[src/include/rldrm_pkg.sv]
// Shared constants for the log DMA / read multiple command block.
// Assumes one clock shared by both ends of the taskfile link.
package rldrm_pkg;
   // ==========================================
   // Opcodes
   localparam logic [7:0] OP_LOG_DMA = 8'h47;
   localparam logic [7:0] OP_RD_MULT = 8'hc4;

   // ==========================================
   // Taskfile register addresses
   localparam logic [3:0] TF_DATA = 4'h0;
   localparam logic [3:0] TF_ERR = 4'h1;
   localparam logic [3:0] TF_CNT = 4'h2;
   localparam logic [3:0] TF_LOW = 4'h3;
   localparam logic [3:0] TF_MID = 4'h4;
   localparam logic [3:0] TF_HIGH = 4'h5;
   localparam logic [3:0] TF_DEV = 4'h6;
   localparam logic [3:0] TF_CMD = 4'h7;
   localparam logic [3:0] TF_CTL = 4'h8;

   // ==========================================
   // Field positions
   localparam int ST_BSY = 7;
   localparam int ST_RDY = 6;
   localparam int ST_DF = 5;
   localparam int ST_DSC = 4;
   localparam int ST_DRQ = 3;
   localparam int ST_ERR = 0;
   localparam int ER_UNC = 6;
   localparam int ER_IDN = 4;
   localparam int ER_ABT = 2;
   localparam int CTL_HOB = 7;
   localparam int DEV_LBA = 6;
   localparam int C_START = 0;
   localparam int C_DMA = 1;

   // ==========================================
   // Sizes and reset values
   localparam int SECTOR_WORD_BITS = 8;
   localparam logic [8:0] MULT_FULL_SECTORS = 9'h100;
   localparam logic [7:0] DEVHD_BASE = 8'he0;
   localparam logic [7:0] RST_BYTE = 8'h00;
   localparam logic [15:0] RST_WORD = 16'h0000;

   // ==========================================
   // Controller APB offsets
   localparam logic [7:0] A_CTRL = 8'h00;
   localparam logic [7:0] A_STAT = 8'h04;
   localparam logic [7:0] A_COUNT = 8'h08;
   localparam logic [7:0] A_ADDR = 8'h0c;
   localparam logic [7:0] A_DATA = 8'h10;

   // ==========================================
   // States
   typedef enum logic [1:0] {
      D_IDLE = 2'b01,
      D_XFER = 2'b10
   } rldrm_dev_st_e;

   typedef enum logic [6:0] {
      H_IDLE = 7'b0000001,
      H_WRITE = 7'b0000010,
      H_WAIT = 7'b0000100,
      H_POLL = 7'b0001000,
      H_READ = 7'b0010000,
      H_HOLD = 7'b0100000,
      H_FIN = 7'b1000000
   } rldrm_host_st_e;
endpackage

[src/include/rldrm_if.sv]
// Taskfile link between the controller and the drive command logic.
// Both ends run on the same pclk; no crossing is needed.
`timescale 1ns/1ps
interface rldrm_if (
   input wire logic pclk,
   input wire logic presetn
);
   logic tf_req;
   logic tf_we;
   logic [3:0] tf_addr;
   logic [15:0] tf_wdata;
   logic tf_ack;
   logic [15:0] tf_rdata;
   logic intrq;
   logic dma_valid;
   logic [15:0] dma_data;
   logic dma_ready;

   modport dev (
      input pclk, presetn, tf_req, tf_we, tf_addr, tf_wdata, dma_ready,
      output tf_ack, tf_rdata, intrq, dma_valid, dma_data
   );
   modport host (
      input pclk, presetn, tf_ack, tf_rdata, intrq, dma_valid, dma_data,
      output tf_req, tf_we, tf_addr, tf_wdata, dma_ready
   );
endinterface

[src/logic/rldrm_dev.sv]
// Drive-side command logic: log read by DMA and block-multiple PIO read.
// Assumes the media/log source answers word by word on src_* with back-pressure.
`timescale 1ns/1ps
module rldrm_dev (
   // Taskfile link
   rldrm_if.dev bus,
   // Block size from the earlier multiple-count setting
   input wire logic [7:0] mult_cnt,
   // Data source request
   output logic src_req,
   output logic src_log,
   output logic [47:0] src_addr,
   output logic [16:0] src_sectors,
   // Data source words
   input wire logic src_valid,
   input wire logic [15:0] src_data,
   output logic src_ready,
   // Data source failures
   input wire logic src_unc,
   input wire logic src_idnf
);
   // ==========================================
   // State
   typedef struct packed {
      rldrm_pkg::rldrm_dev_st_e st;
      logic [3:0][7:0] cur;
      logic [3:0][7:0] prv;
      logic [7:0] devhd;
      logic high_byte_select;
      logic [7:0] err;
      logic df;
      logic intrq;
      logic is_dma;
      logic [15:0] word;
      logic word_v;
      logic [24:0] tot;
      logic [15:0] blk;
      logic first;
      logic [15:0] rdata;
      logic ack;
      logic req;
      logic log_sel;
      logic [47:0] addr;
      logic [16:0] sec;
   } rldrm_dev_s;

   localparam rldrm_dev_s DEV_RESET = '{st: rldrm_pkg::D_IDLE, default: '0};

   rldrm_dev_s s_q;
   rldrm_dev_s s_d;
   logic drq;
   logic busy_flag;
   logic [7:0] stat;
   logic consume;
   logic src_fire;
   logic cmd_wr;
   logic [1:0] idx;
   logic [15:0] cnt16;
   logic [8:0] msec;
   logic [15:0] blk_words;

   // ==========================================
   // Handshakes
   assign drq = (s_q.st == rldrm_pkg::D_XFER) && s_q.word_v && !s_q.is_dma;
   assign busy_flag = (s_q.st != rldrm_pkg::D_IDLE) && !drq;
   assign bus.dma_valid = (s_q.st == rldrm_pkg::D_XFER) && s_q.word_v && s_q.is_dma;
   assign src_ready = (s_q.st == rldrm_pkg::D_XFER) && !s_q.word_v;
   assign src_fire = src_valid && src_ready;
   assign idx = 2'(bus.tf_addr - rldrm_pkg::TF_CNT);
   assign blk_words = {mult_cnt, 8'h00};

   // ==========================================
   // Outputs
   assign bus.tf_ack = s_q.ack;
   assign bus.tf_rdata = s_q.rdata;
   assign bus.intrq = s_q.intrq;
   assign bus.dma_data = s_q.word;
   assign src_req = s_q.req;
   assign src_log = s_q.log_sel;
   assign src_addr = s_q.addr;
   assign src_sectors = s_q.sec;

   always_comb begin
      stat = rldrm_pkg::RST_BYTE;
      stat[rldrm_pkg::ST_BSY] = busy_flag;
      stat[rldrm_pkg::ST_RDY] = 1'b1;
      stat[rldrm_pkg::ST_DF] = s_q.df;
      stat[rldrm_pkg::ST_DSC] = 1'b1;
      stat[rldrm_pkg::ST_DRQ] = drq;
      stat[rldrm_pkg::ST_ERR] = (s_q.err != rldrm_pkg::RST_BYTE);
   end

   // ==========================================
   // Next state
   always_comb begin
      s_d = s_q;
      s_d.ack = 1'b0;
      s_d.req = 1'b0;
      cmd_wr = 1'b0;
      consume = bus.dma_valid && bus.dma_ready;
      cnt16 = {s_q.prv[0], s_q.cur[0]};
      msec = (s_q.cur[0] == rldrm_pkg::RST_BYTE) ? rldrm_pkg::MULT_FULL_SECTORS : {1'b0, s_q.cur[0]};
      // Register access, one answer per request
      if (bus.tf_req) begin
         s_d.ack = 1'b1;
         s_d.rdata = rldrm_pkg::RST_WORD;
         if (bus.tf_we) begin
            case (bus.tf_addr)
               rldrm_pkg::TF_CNT, rldrm_pkg::TF_LOW, rldrm_pkg::TF_MID, rldrm_pkg::TF_HIGH: begin
                  s_d.prv[idx] = s_q.cur[idx];
                  s_d.cur[idx] = bus.tf_wdata[7:0];
                  s_d.high_byte_select = 1'b0;
               end
               rldrm_pkg::TF_DEV: begin
                  s_d.devhd = bus.tf_wdata[7:0];
               end
               rldrm_pkg::TF_CTL: begin
                  s_d.high_byte_select = bus.tf_wdata[rldrm_pkg::CTL_HOB];
               end
               rldrm_pkg::TF_CMD: begin
                  // Commands written while busy are dropped
                  cmd_wr = (s_q.st == rldrm_pkg::D_IDLE);
               end
               default: begin
               end
            endcase
         end else begin
            case (bus.tf_addr)
               rldrm_pkg::TF_DATA: begin
                  if (drq) begin
                     s_d.rdata = s_q.word;
                     consume = 1'b1;
                  end
               end
               rldrm_pkg::TF_ERR: begin
                  s_d.rdata = {8'h00, s_q.err};
               end
               rldrm_pkg::TF_CNT, rldrm_pkg::TF_LOW, rldrm_pkg::TF_MID, rldrm_pkg::TF_HIGH: begin
                  // Contents after a command carry no meaning
                  s_d.rdata = {8'h00, s_q.high_byte_select ? s_q.prv[idx] : s_q.cur[idx]};
               end
               rldrm_pkg::TF_DEV: begin
                  s_d.rdata = {8'h00, s_q.devhd};
               end
               rldrm_pkg::TF_CMD: begin
                  s_d.rdata = {8'h00, stat};
                  s_d.intrq = 1'b0;
               end
               default: begin
               end
            endcase
         end
      end

      // Command decode
      if (cmd_wr) begin
         s_d.err = rldrm_pkg::RST_BYTE;
         s_d.df = 1'b0;
         s_d.first = 1'b1;
         s_d.blk = blk_words;
         if (bus.tf_wdata[7:0] == rldrm_pkg::OP_LOG_DMA) begin
            if (cnt16 == rldrm_pkg::RST_WORD) begin
               s_d.err[rldrm_pkg::ER_ABT] = 1'b1;
               s_d.intrq = 1'b1;
            end else begin
               s_d.st = rldrm_pkg::D_XFER;
               s_d.is_dma = 1'b1;
               s_d.req = 1'b1;
               s_d.log_sel = 1'b1;
               s_d.tot = {1'b0, cnt16, 8'h00};
               s_d.sec = {1'b0, cnt16};
               s_d.addr = {24'h000000, s_q.prv[2], s_q.cur[2], s_q.cur[1]};
            end
         end else if (bus.tf_wdata[7:0] == rldrm_pkg::OP_RD_MULT) begin
            if (mult_cnt == rldrm_pkg::RST_BYTE || !s_q.devhd[rldrm_pkg::DEV_LBA]) begin
               s_d.err[rldrm_pkg::ER_ABT] = 1'b1;
               s_d.intrq = 1'b1;
            end else begin
               s_d.st = rldrm_pkg::D_XFER;
               s_d.is_dma = 1'b0;
               s_d.req = 1'b1;
               s_d.log_sel = 1'b0;
               s_d.tot = {8'h00, msec, 8'h00};
               s_d.sec = {8'h00, msec};
               s_d.addr = {20'h00000, s_q.devhd[3:0], s_q.cur[3], s_q.cur[2], s_q.cur[1]};
            end
         end else begin
            s_d.err[rldrm_pkg::ER_ABT] = 1'b1;
            s_d.intrq = 1'b1;
         end
      end

      // Word drained by host
      if (consume) begin
         s_d.word_v = 1'b0;
         s_d.tot = s_q.tot - 25'd1;
         s_d.blk = s_q.blk - 16'd1;
         if (s_q.blk == 16'd1) begin
            s_d.first = 1'b1;
            s_d.blk = blk_words;
         end
         if (s_q.tot == 25'd1) begin
            s_d.st = rldrm_pkg::D_IDLE;
            s_d.df = 1'b0;
            if (s_q.is_dma) begin
               s_d.intrq = 1'b1;
            end
         end
      end

      // Word arriving from media or log store
      if (src_fire) begin
         s_d.word = src_data;
         s_d.word_v = 1'b1;
         if (s_q.first && !s_q.is_dma) begin
            s_d.intrq = 1'b1;
            s_d.first = 1'b0;
         end
      end

      // Source failure ends the command with an error
      if ((s_q.st == rldrm_pkg::D_XFER) && (src_unc || src_idnf)) begin
         s_d.st = rldrm_pkg::D_IDLE;
         s_d.word_v = 1'b0;
         s_d.df = 1'b0;
         s_d.err[rldrm_pkg::ER_UNC] = src_unc;
         s_d.err[rldrm_pkg::ER_IDN] = src_idnf;
         s_d.intrq = 1'b1;
      end
   end

   // ==========================================
   // Registers
   always_ff @(posedge bus.pclk or negedge bus.presetn) begin
      if (!bus.presetn) begin
         s_q <= DEV_RESET;
      end else begin
         s_q <= s_d;
      end
   end
endmodule

[src/flat_wrapper.sv]
// flat-port wrapper written by rule: the top's interface ports become plain ports
module rldrm_dev_flat 
  (mult_cnt, src_req, src_log, src_addr, src_sectors, src_valid, src_data, src_ready, src_unc, src_idnf, pclk, presetn, bus_tf_req, bus_tf_we, bus_tf_addr, bus_tf_wdata, bus_dma_ready, bus_tf_ack, bus_tf_rdata, bus_intrq, bus_dma_valid, bus_dma_data);
  rldrm_if bus_i (.pclk(pclk), .presetn(presetn));
  input wire logic [7:0] mult_cnt;
  output logic src_req;
  output logic src_log;
  output logic [47:0] src_addr;
  output logic [16:0] src_sectors;
  input wire logic src_valid;
  input wire logic [15:0] src_data;
  output logic src_ready;
  input wire logic src_unc;
  input wire logic src_idnf;
  input wire logic pclk;
  input wire logic presetn;
  input wire logic [$bits(bus_i.tf_req)-1:0] bus_tf_req;
  input wire logic [$bits(bus_i.tf_we)-1:0] bus_tf_we;
  input wire logic [$bits(bus_i.tf_addr)-1:0] bus_tf_addr;
  input wire logic [$bits(bus_i.tf_wdata)-1:0] bus_tf_wdata;
  input wire logic [$bits(bus_i.dma_ready)-1:0] bus_dma_ready;
  output wire logic [$bits(bus_i.tf_ack)-1:0] bus_tf_ack;
  output wire logic [$bits(bus_i.tf_rdata)-1:0] bus_tf_rdata;
  output wire logic [$bits(bus_i.intrq)-1:0] bus_intrq;
  output wire logic [$bits(bus_i.dma_valid)-1:0] bus_dma_valid;
  output wire logic [$bits(bus_i.dma_data)-1:0] bus_dma_data;
  assign bus_i.tf_req = bus_tf_req;
  assign bus_i.tf_we = bus_tf_we;
  assign bus_i.tf_addr = bus_tf_addr;
  assign bus_i.tf_wdata = bus_tf_wdata;
  assign bus_i.dma_ready = bus_dma_ready;
  assign bus_tf_ack = bus_i.tf_ack;
  assign bus_tf_rdata = bus_i.tf_rdata;
  assign bus_intrq = bus_i.intrq;
  assign bus_dma_valid = bus_i.dma_valid;
  assign bus_dma_data = bus_i.dma_data;
  rldrm_dev u_core (.bus(bus_i), .mult_cnt(mult_cnt), .src_req(src_req), .src_log(src_log), .src_addr(src_addr), .src_sectors(src_sectors), .src_valid(src_valid), .src_data(src_data), .src_ready(src_ready), .src_unc(src_unc), .src_idnf(src_idnf));
endmodule
[config.mk]
export PLATFORM = sky130hd
export DESIGN_NAME = rldrm_dev_flat
export DESIGN_NICKNAME = d
export VERILOG_FILES = /design/src/include/rldrm_pkg.sv /design/src/include/rldrm_if.sv /design/src/logic/rldrm_dev.sv /design/src/flat_wrapper.sv
export SDC_FILE = /design/constraint.sdc
export NUM_CORES = 1
export LEC_CHECK = 0
export ABC_AREA = 0
export ABC_CLOCK_PERIOD_IN_PS = 5900
export BUFFER_PORTS_ARGS = -buffer_cell sky130_fd_sc_hd__buf_2
export CORE_MARGIN = 2
export CORE_UTILIZATION = 55
export DETAILED_ROUTE_END_ITERATION = 10
export PLACE_DENSITY = 0.75
export SYNTH_ARGS = -nofsm -noshare
export SYNTH_HDL_FRONTEND = slang
export SYNTH_SLANG_ARGS = --single-unit
[constraint.sdc]
create_clock -name pclk -period 5.9 [get_ports pclk]
set_clock_uncertainty 0.1 [all_clocks]
set_input_delay 1.18 -clock pclk [delete_from_list [all_inputs] [get_ports pclk]]
set_output_delay 1.18 -clock pclk [all_outputs]
set_load 0.02 [all_outputs]
== Word-level counts from Yosys, hierarchy flattened ==
Index checks and enable logic that the tools add are counted.
W data, S select, Z words.

* Reductions and logical operators: 33
* Eq/ne operators: 19
* Multiplexer cells: 69
* Magnitude comparators: 2
* Add/subtract/negate cells: 3

{| class="wikitable"
|+ Operators by type and width
! operator !! number
|-
| $mux W67 || 5
|-
| $mux W25 || 4
|-
| $pmux W16 S5 || 1
|-
| $bwmux W32 || 2
|-
| $mux W43 || 1
|-
| $mux W42 || 1
|-
| $bmux W8 S2 || 2
|-
| $mux W16 || 2
|-
| $mux W8 || 4
|-
| $mux W1 || 30
|-
| $eq A25 B1 Y1 const B || 1
|-
| $sub A25 B1 Y25 const B || 1
|-
| $mux W2 || 12
|-
| $mux W17 || 1
|-
| $demux W8 S2 || 1
|-
| $eq A16 B1 Y1 const B || 1
|-
| $eq A4 B3 Y1 const B || 4
|-
| $logic_not A16 Y1 || 1
|-
| $logic_not A8 Y1 || 2
|-
| $sub A16 B1 Y16 const B || 1
|-
| $logic_and A1 B1 Y1 || 10
|-
| $mux W10 || 1
|-
| $mux W9 || 1
|-
| $reduce_and A3 Y1 || 3
|-
| 23 further kinds || 34
|}

* Register bits after elaboration: 224
* Output and inout port bits: 103
* Input port bits: 52
* Logic and storage cells: 153

== Longest topological paths before layout ==
* Word-level depth: 14
* Mapped depth: 9
* Gate-level depth less buffers: 6

== Worst setup path after synthesis ==
Ideal clock, no wire load.

* Path kind: input to register
* From: input bus_tf_addr[0]
* To: register u_core.s_q[225] in the netlist's numbering
* Setup time: 125 ps
* Stages: 6
* Path buffers: 3
* Setup slack: 2835 ps
* Arrival time: 2840 ps
* Required time: 5675 ps
* Cell sequence: buf_2 buf_2 nand2_1 nor3_1 buf_2 mux2_2

* Cells in the longest elaborated chain, start to end: 6

{| class="wikitable"
|+ RTL lines
! what !! RTL line !! text
|-
| start: declaration || flat_wrapper.sv:19 || <nowiki>input wire logic [$bits(bus_i.tf_addr)-1:0] bus_tf_addr;</nowiki>
|-
| $sub A2 B2 Y2 || rldrm_dev.sv:69 || <nowiki>assign idx = 2'(bus.tf_addr - rldrm_pkg::TF_CNT);</nowiki>
|-
| $lt A2 B3 Y1 (not written as such) / $ge A2 B1 Y1 (equally long branches) || rldrm_dev.sv:111 || <nowiki>s_d.cur[idx] = bus.tf_wdata[7:0];</nowiki>
|-
| $logic_and A1 B1 Y1 (not written as such) || rldrm_dev.sv:111 ||
|-
| $mux W8 (not written as such) || rldrm_dev.sv:111 ||
|-
| $demux W8 S2 || n/a ||
|-
| $bwmux W32 || rldrm_dev.sv:111 ||
|-
| end signal: assignment || rldrm_dev.sv:236 || <nowiki>s_q <= DEV_RESET;</nowiki>
|-
| end signal: assignment || rldrm_dev.sv:238 || <nowiki>s_q <= s_d;</nowiki>
|-
| end: declaration || rldrm_dev.sv:49 || <nowiki>rldrm_dev_s s_q;</nowiki>
|}

Parallel ways exist; a longest one is shown, timed or not.
A chain may end at the register's enable or synchronous reset.

== Final worst setup path ==
* From: input bus_tf_addr[0]
* To: register u_core.s_q (netlist bit u_core.src_sectors[8])

* Cells in the longest elaborated chain, start to end: 5

{| class="wikitable"
|+ RTL lines
! what !! RTL line !! text
|-
| $eq A4 B3 Y1 || rldrm_dev.sv:108 || <nowiki>case (bus.tf_addr)</nowiki>
|-
| $mux W1 || rldrm_dev.sv:108 ||
|-
| $mux W1 || rldrm_dev.sv:107 || <nowiki>if (bus.tf_we) begin</nowiki>
|-
| $mux W1 || rldrm_dev.sv:104 || <nowiki>if (bus.tf_req) begin</nowiki>
|-
| $reduce_and A4 Y1 (no line) || n/a ||
|}

Every way passes these cells.

==> impl_metrics.json <==
{
  "cp_class": "input pin to flop",
  "layout_worst_path_cycle_share": 0.636,
  "worst-slew-pin-transition_ns": 1.18,
  "status": "complete, no violations",
  "worstPathRequired_ns": 6.17,
  "critical_path_peak_fanout": 27,
  "design.die.area_mm2": 0.0196,
  "post-route-cell-area_mm2": 0.0112,
  "setup.worst_path.end_class": "flop",
  "cts_buffer_depth": 3,
  "flop_and_latch_count_out_of_synthesis": 203,
  "power.ir.vdd_worst_v": 0.000345,
  "wirelength_mm": 23.7,
  "dr.pass1.iters": 6,
  "drc": 0,
  "finalSetupTns_ns": 0,
  "first_pass_grt_wire_length_mm": 38.3,
  "timing.final.setup_violations": 0,
  "syn_area_per_cell_um2": 11.0,
  "mostFrequentLayoutCell": "sky130_fd_sc_hd__dfrtp_1",
  "hold_path_depth": 2,
  "post-cts-setup-buffers": 0,
  "path_clk_slew_ns": 0.06,
  "achievable-frequency_ghz": 0.266,
  "synth_enable_flop_cells": 0,
  "placed_area_mm2": 0.0103,
  "finish.net_count": 1015,
  "cts_repair_resize_count": 0,
  "report.power.total_mw": 3.83,
  "power-per-cell-area_mw_per_mm2": 343,
  "ant_nets": 0,
  "tritoncts.num_buffers": 23,
  "cts.htree.levels": 1,
  "worstRegToRegCells": 5,
  "port_buffers": 125,
  "floorplan.rows": 49,
  "tritoncts_clock_tree": "done",
  "initial_utilization": 0.563,
  "detail_route.wl_per_cell_um": 19.7,
  "fraction_of_synthesis_flops_using_an_asynchronous_set_or_reset_pin": 1.00,
  "syn2layout_area_growth_pct": 10.0,
  "vert_die_dim_um": 140,
  "clock_insertion_delay_at_the_later_pin_of_the_skew_report_ns": 0.51,
  "ys.warnings.count": 0,
  "seq_area_frac_synth": 0.500,
  "synth_top_cells_by_area": "sky130_fd_sc_hd__dfrtp_1, sky130_fd_sc_hd__mux2_2, sky130_fd_sc_hd__buf_4",
  "first_iter_violations": 695,
  "tritoncts_num_sinks": 203,
  "cpMostUsedCell": "sky130_fd_sc_hd__nor2_1",
  "core_area_mm2": 0.0180,
  "max_slew_margin": 0.211,
  "maxUsedRoutingLayer": "met4",
  "grt_antenna_before_repair": 0,
  "post-dp-hpwl_mm": 16.2,
  "synthesis.instances": 921,
  "layout-drive-gt1-share": 0.303,
  "drt-vias-per-instance": 6.02,
  "critPathArrivalTime_ns": 4.03,
  "globalplace.congestion": 0.874,
  "final_core_utilization": 0.620,
  "critical_path.cell_chain": "buf_2 > nand4b_1 > nor2_1 > a32oi_2 > a311oi_1 > nor2_1",
  "met2WireLength_mm": 11.0,
  "mostFrequentLayoutCells": "sky130_fd_sc_hd__dfrtp_1, sky130_fd_sc_hd__buf_2, sky130_fd_sc_hd__nand2_1",
  "slew_violations": 0,
  "met3WireLength_mm": 1.74,
  "rsz0062_at_grt": "false",
  "synth.cell_area_mm2": 0.0102,
  "cap_violations": 0,
  "netlist.top_cell.by_area": "sky130_fd_sc_hd__dfrtp_1",
  "grt_start_max_net_pins": 108,
  "vias": 7251,
  "grt-ovfl-total": 0,
  "detail_route.wirelength.met1_mm": 10.4,
  "die_x_um": 140,
  "power_leakage_nw": 5.42,
  "hold_violations": 0,
  "cts_hold_buf": 0,
  "fillers": 1482,
  "antenna-diode-count": 0,
  "hold_crit_class": "flop to flop",
  "critPathMaxStageDelay_ns": 0.66,
  "crit_slowest_cell": "sky130_fd_sc_hd__a311oi_1",
  "fin_crit_ns": 3.75,
  "first_global_vias": 6915,
  "top_level_ports": 155,
  "globalRouteTotalUtil": 0.244,
  "synth_cell_type_count": 72,
  "ys_dominant_reg_cell": "sky130_fd_sc_hd__dfrtp_1",
  "clock_tree.root_cell": "sky130_fd_sc_hd__clkbuf_16",
  "critPathLaunchType": "input pin",
  "netlist.area_leader.share": 0.498
}
synthesized netlist by cell type, types with 5 or more instances:
master	number
sky130_fd_sc_hd__a211oi_1	5
sky130_fd_sc_hd__dfrtp_1	202
sky130_fd_sc_hd__o211ai_1	7
sky130_fd_sc_hd__nand4_1	9
sky130_fd_sc_hd__nand3_1	26
sky130_fd_sc_hd__or4_1	7
sky130_fd_sc_hd__mux4_2	16
sky130_fd_sc_hd__clkbuf_1	18
sky130_fd_sc_hd__nand2b_1	5
sky130_fd_sc_hd__buf_2	14
sky130_fd_sc_hd__o21ai_0	32
sky130_fd_sc_hd__nor2_1	40
sky130_fd_sc_hd__a22o_1	18
sky130_fd_sc_hd__nor4_1	14
sky130_fd_sc_hd__a31oi_1	5
sky130_fd_sc_hd__nand2_1	114
sky130_fd_sc_hd__mux2i_1	9
sky130_fd_sc_hd__buf_1	7
sky130_fd_sc_hd__mux2_2	89
sky130_fd_sc_hd__a22oi_1	20
sky130_fd_sc_hd__inv_1	13
sky130_fd_sc_hd__and2_1	7
sky130_fd_sc_hd__buf_4	101
sky130_fd_sc_hd__a21oi_1	27
sky130_fd_sc_hd__nor3_1	15
sky130_fd_sc_hd__xnor2_1	6
sky130_fd_sc_hd__or3_1	7
flip-flops by register name, indices dropped and copies added, names as in the netlist:
name / flops
u_core.s_q: 107
u_core.bus.tf_ack: 1
u_core.src_sectors: 16
u_core.bus.dma_data: 16
u_core.src_req: 1
u_core.src_addr: 28
u_core.cnt16: 16
u_core.bus.intrq: 1
u_core.src_log: 1
u_core.bus.tf_rdata: 16
stage by stage:
stage	hold WS (ns)	instances	setup WS [ns]
CTS	0.371	1204	2.14
floorplan	0.340	941	2.83
detailed placement	0.354	1163	1.62
global placement	0.349	1163	1.71
finish	0.368	1204	2.15
global route	0.391	1204	1.82
worst paths after layout:
kind                                                 start                                 to  slack, ns
min                        u_core.src_addr[14]$_DFFE_PN0P_    u_core.src_addr[14]$_DFFE_PN0P_       0.37
max in group asynchronous                          presetn       u_core.cnt16[12]$_DFFE_PN0P_       3.82
max                                         bus_tf_addr[0]  u_core.src_sectors[8]$_DFFE_PN0P_       2.15
min in group asynchronous                          presetn         u_core.s_q[92]$_DFFE_PN0N_       0.68
min reg2reg                u_core.src_addr[14]$_DFFE_PN0P_    u_core.src_addr[14]$_DFFE_PN0P_       0.37
max reg2reg                    u_core.cnt16[7]$_DFFE_PN0P_        u_core.s_q[122]$_DFFE_PN0P_       2.72
worst max-delay path: cells and delay by family:
family | cells | cell delay [ns]
AO/OA/AOI/OAI | 2 | 1.21
AND/OR/NAND/NOR | 3 | 1.03
buffers and inverters | 1 | 0.60
final cells by class:
type                            instances  area, µm²  area share
Sequential cell                       203       5080       0.455
Multi-Input combinational cell        583       4180       0.374
Timing Repair Buffer                  134        702      0.0628
Clock buffer                           27        621      0.0555
Tap cell                              229        287      0.0256
Clock inverter                         14        253      0.0226
Inverter                               14       52.6     0.00470
cells by family (layout without fill, tap and decap cells):
kind of cell    count (synthesis)  after routing  share of synthesized area
flops                         203            203                      0.500
simple gates                  276            276                      0.136
compound gates                160            160                      0.111
buf+inv                       155            189                     0.0971
mux                           114            114                      0.143
other cells                     1             21                   0.000369
xor+xnor                        8              8                    0.00690
fa+ha+maj                       4              4                    0.00493
power by group:
part / leakage (nW) / switching (mW) / internal (mW)
clock network: 0.434 / 0.576 / 1.06
logic: 2.29 / 0.256 / 0.231
registers: 2.69 / 0.159 / 1.55
metal layers:
layer  up-vias  GRT usage
met5         -          0
met4         0     0.0642
met3        39     0.0358
met2       309      0.373
met1      3603      0.368
li1       3300          -
Power figures use the tool's default switching activity.
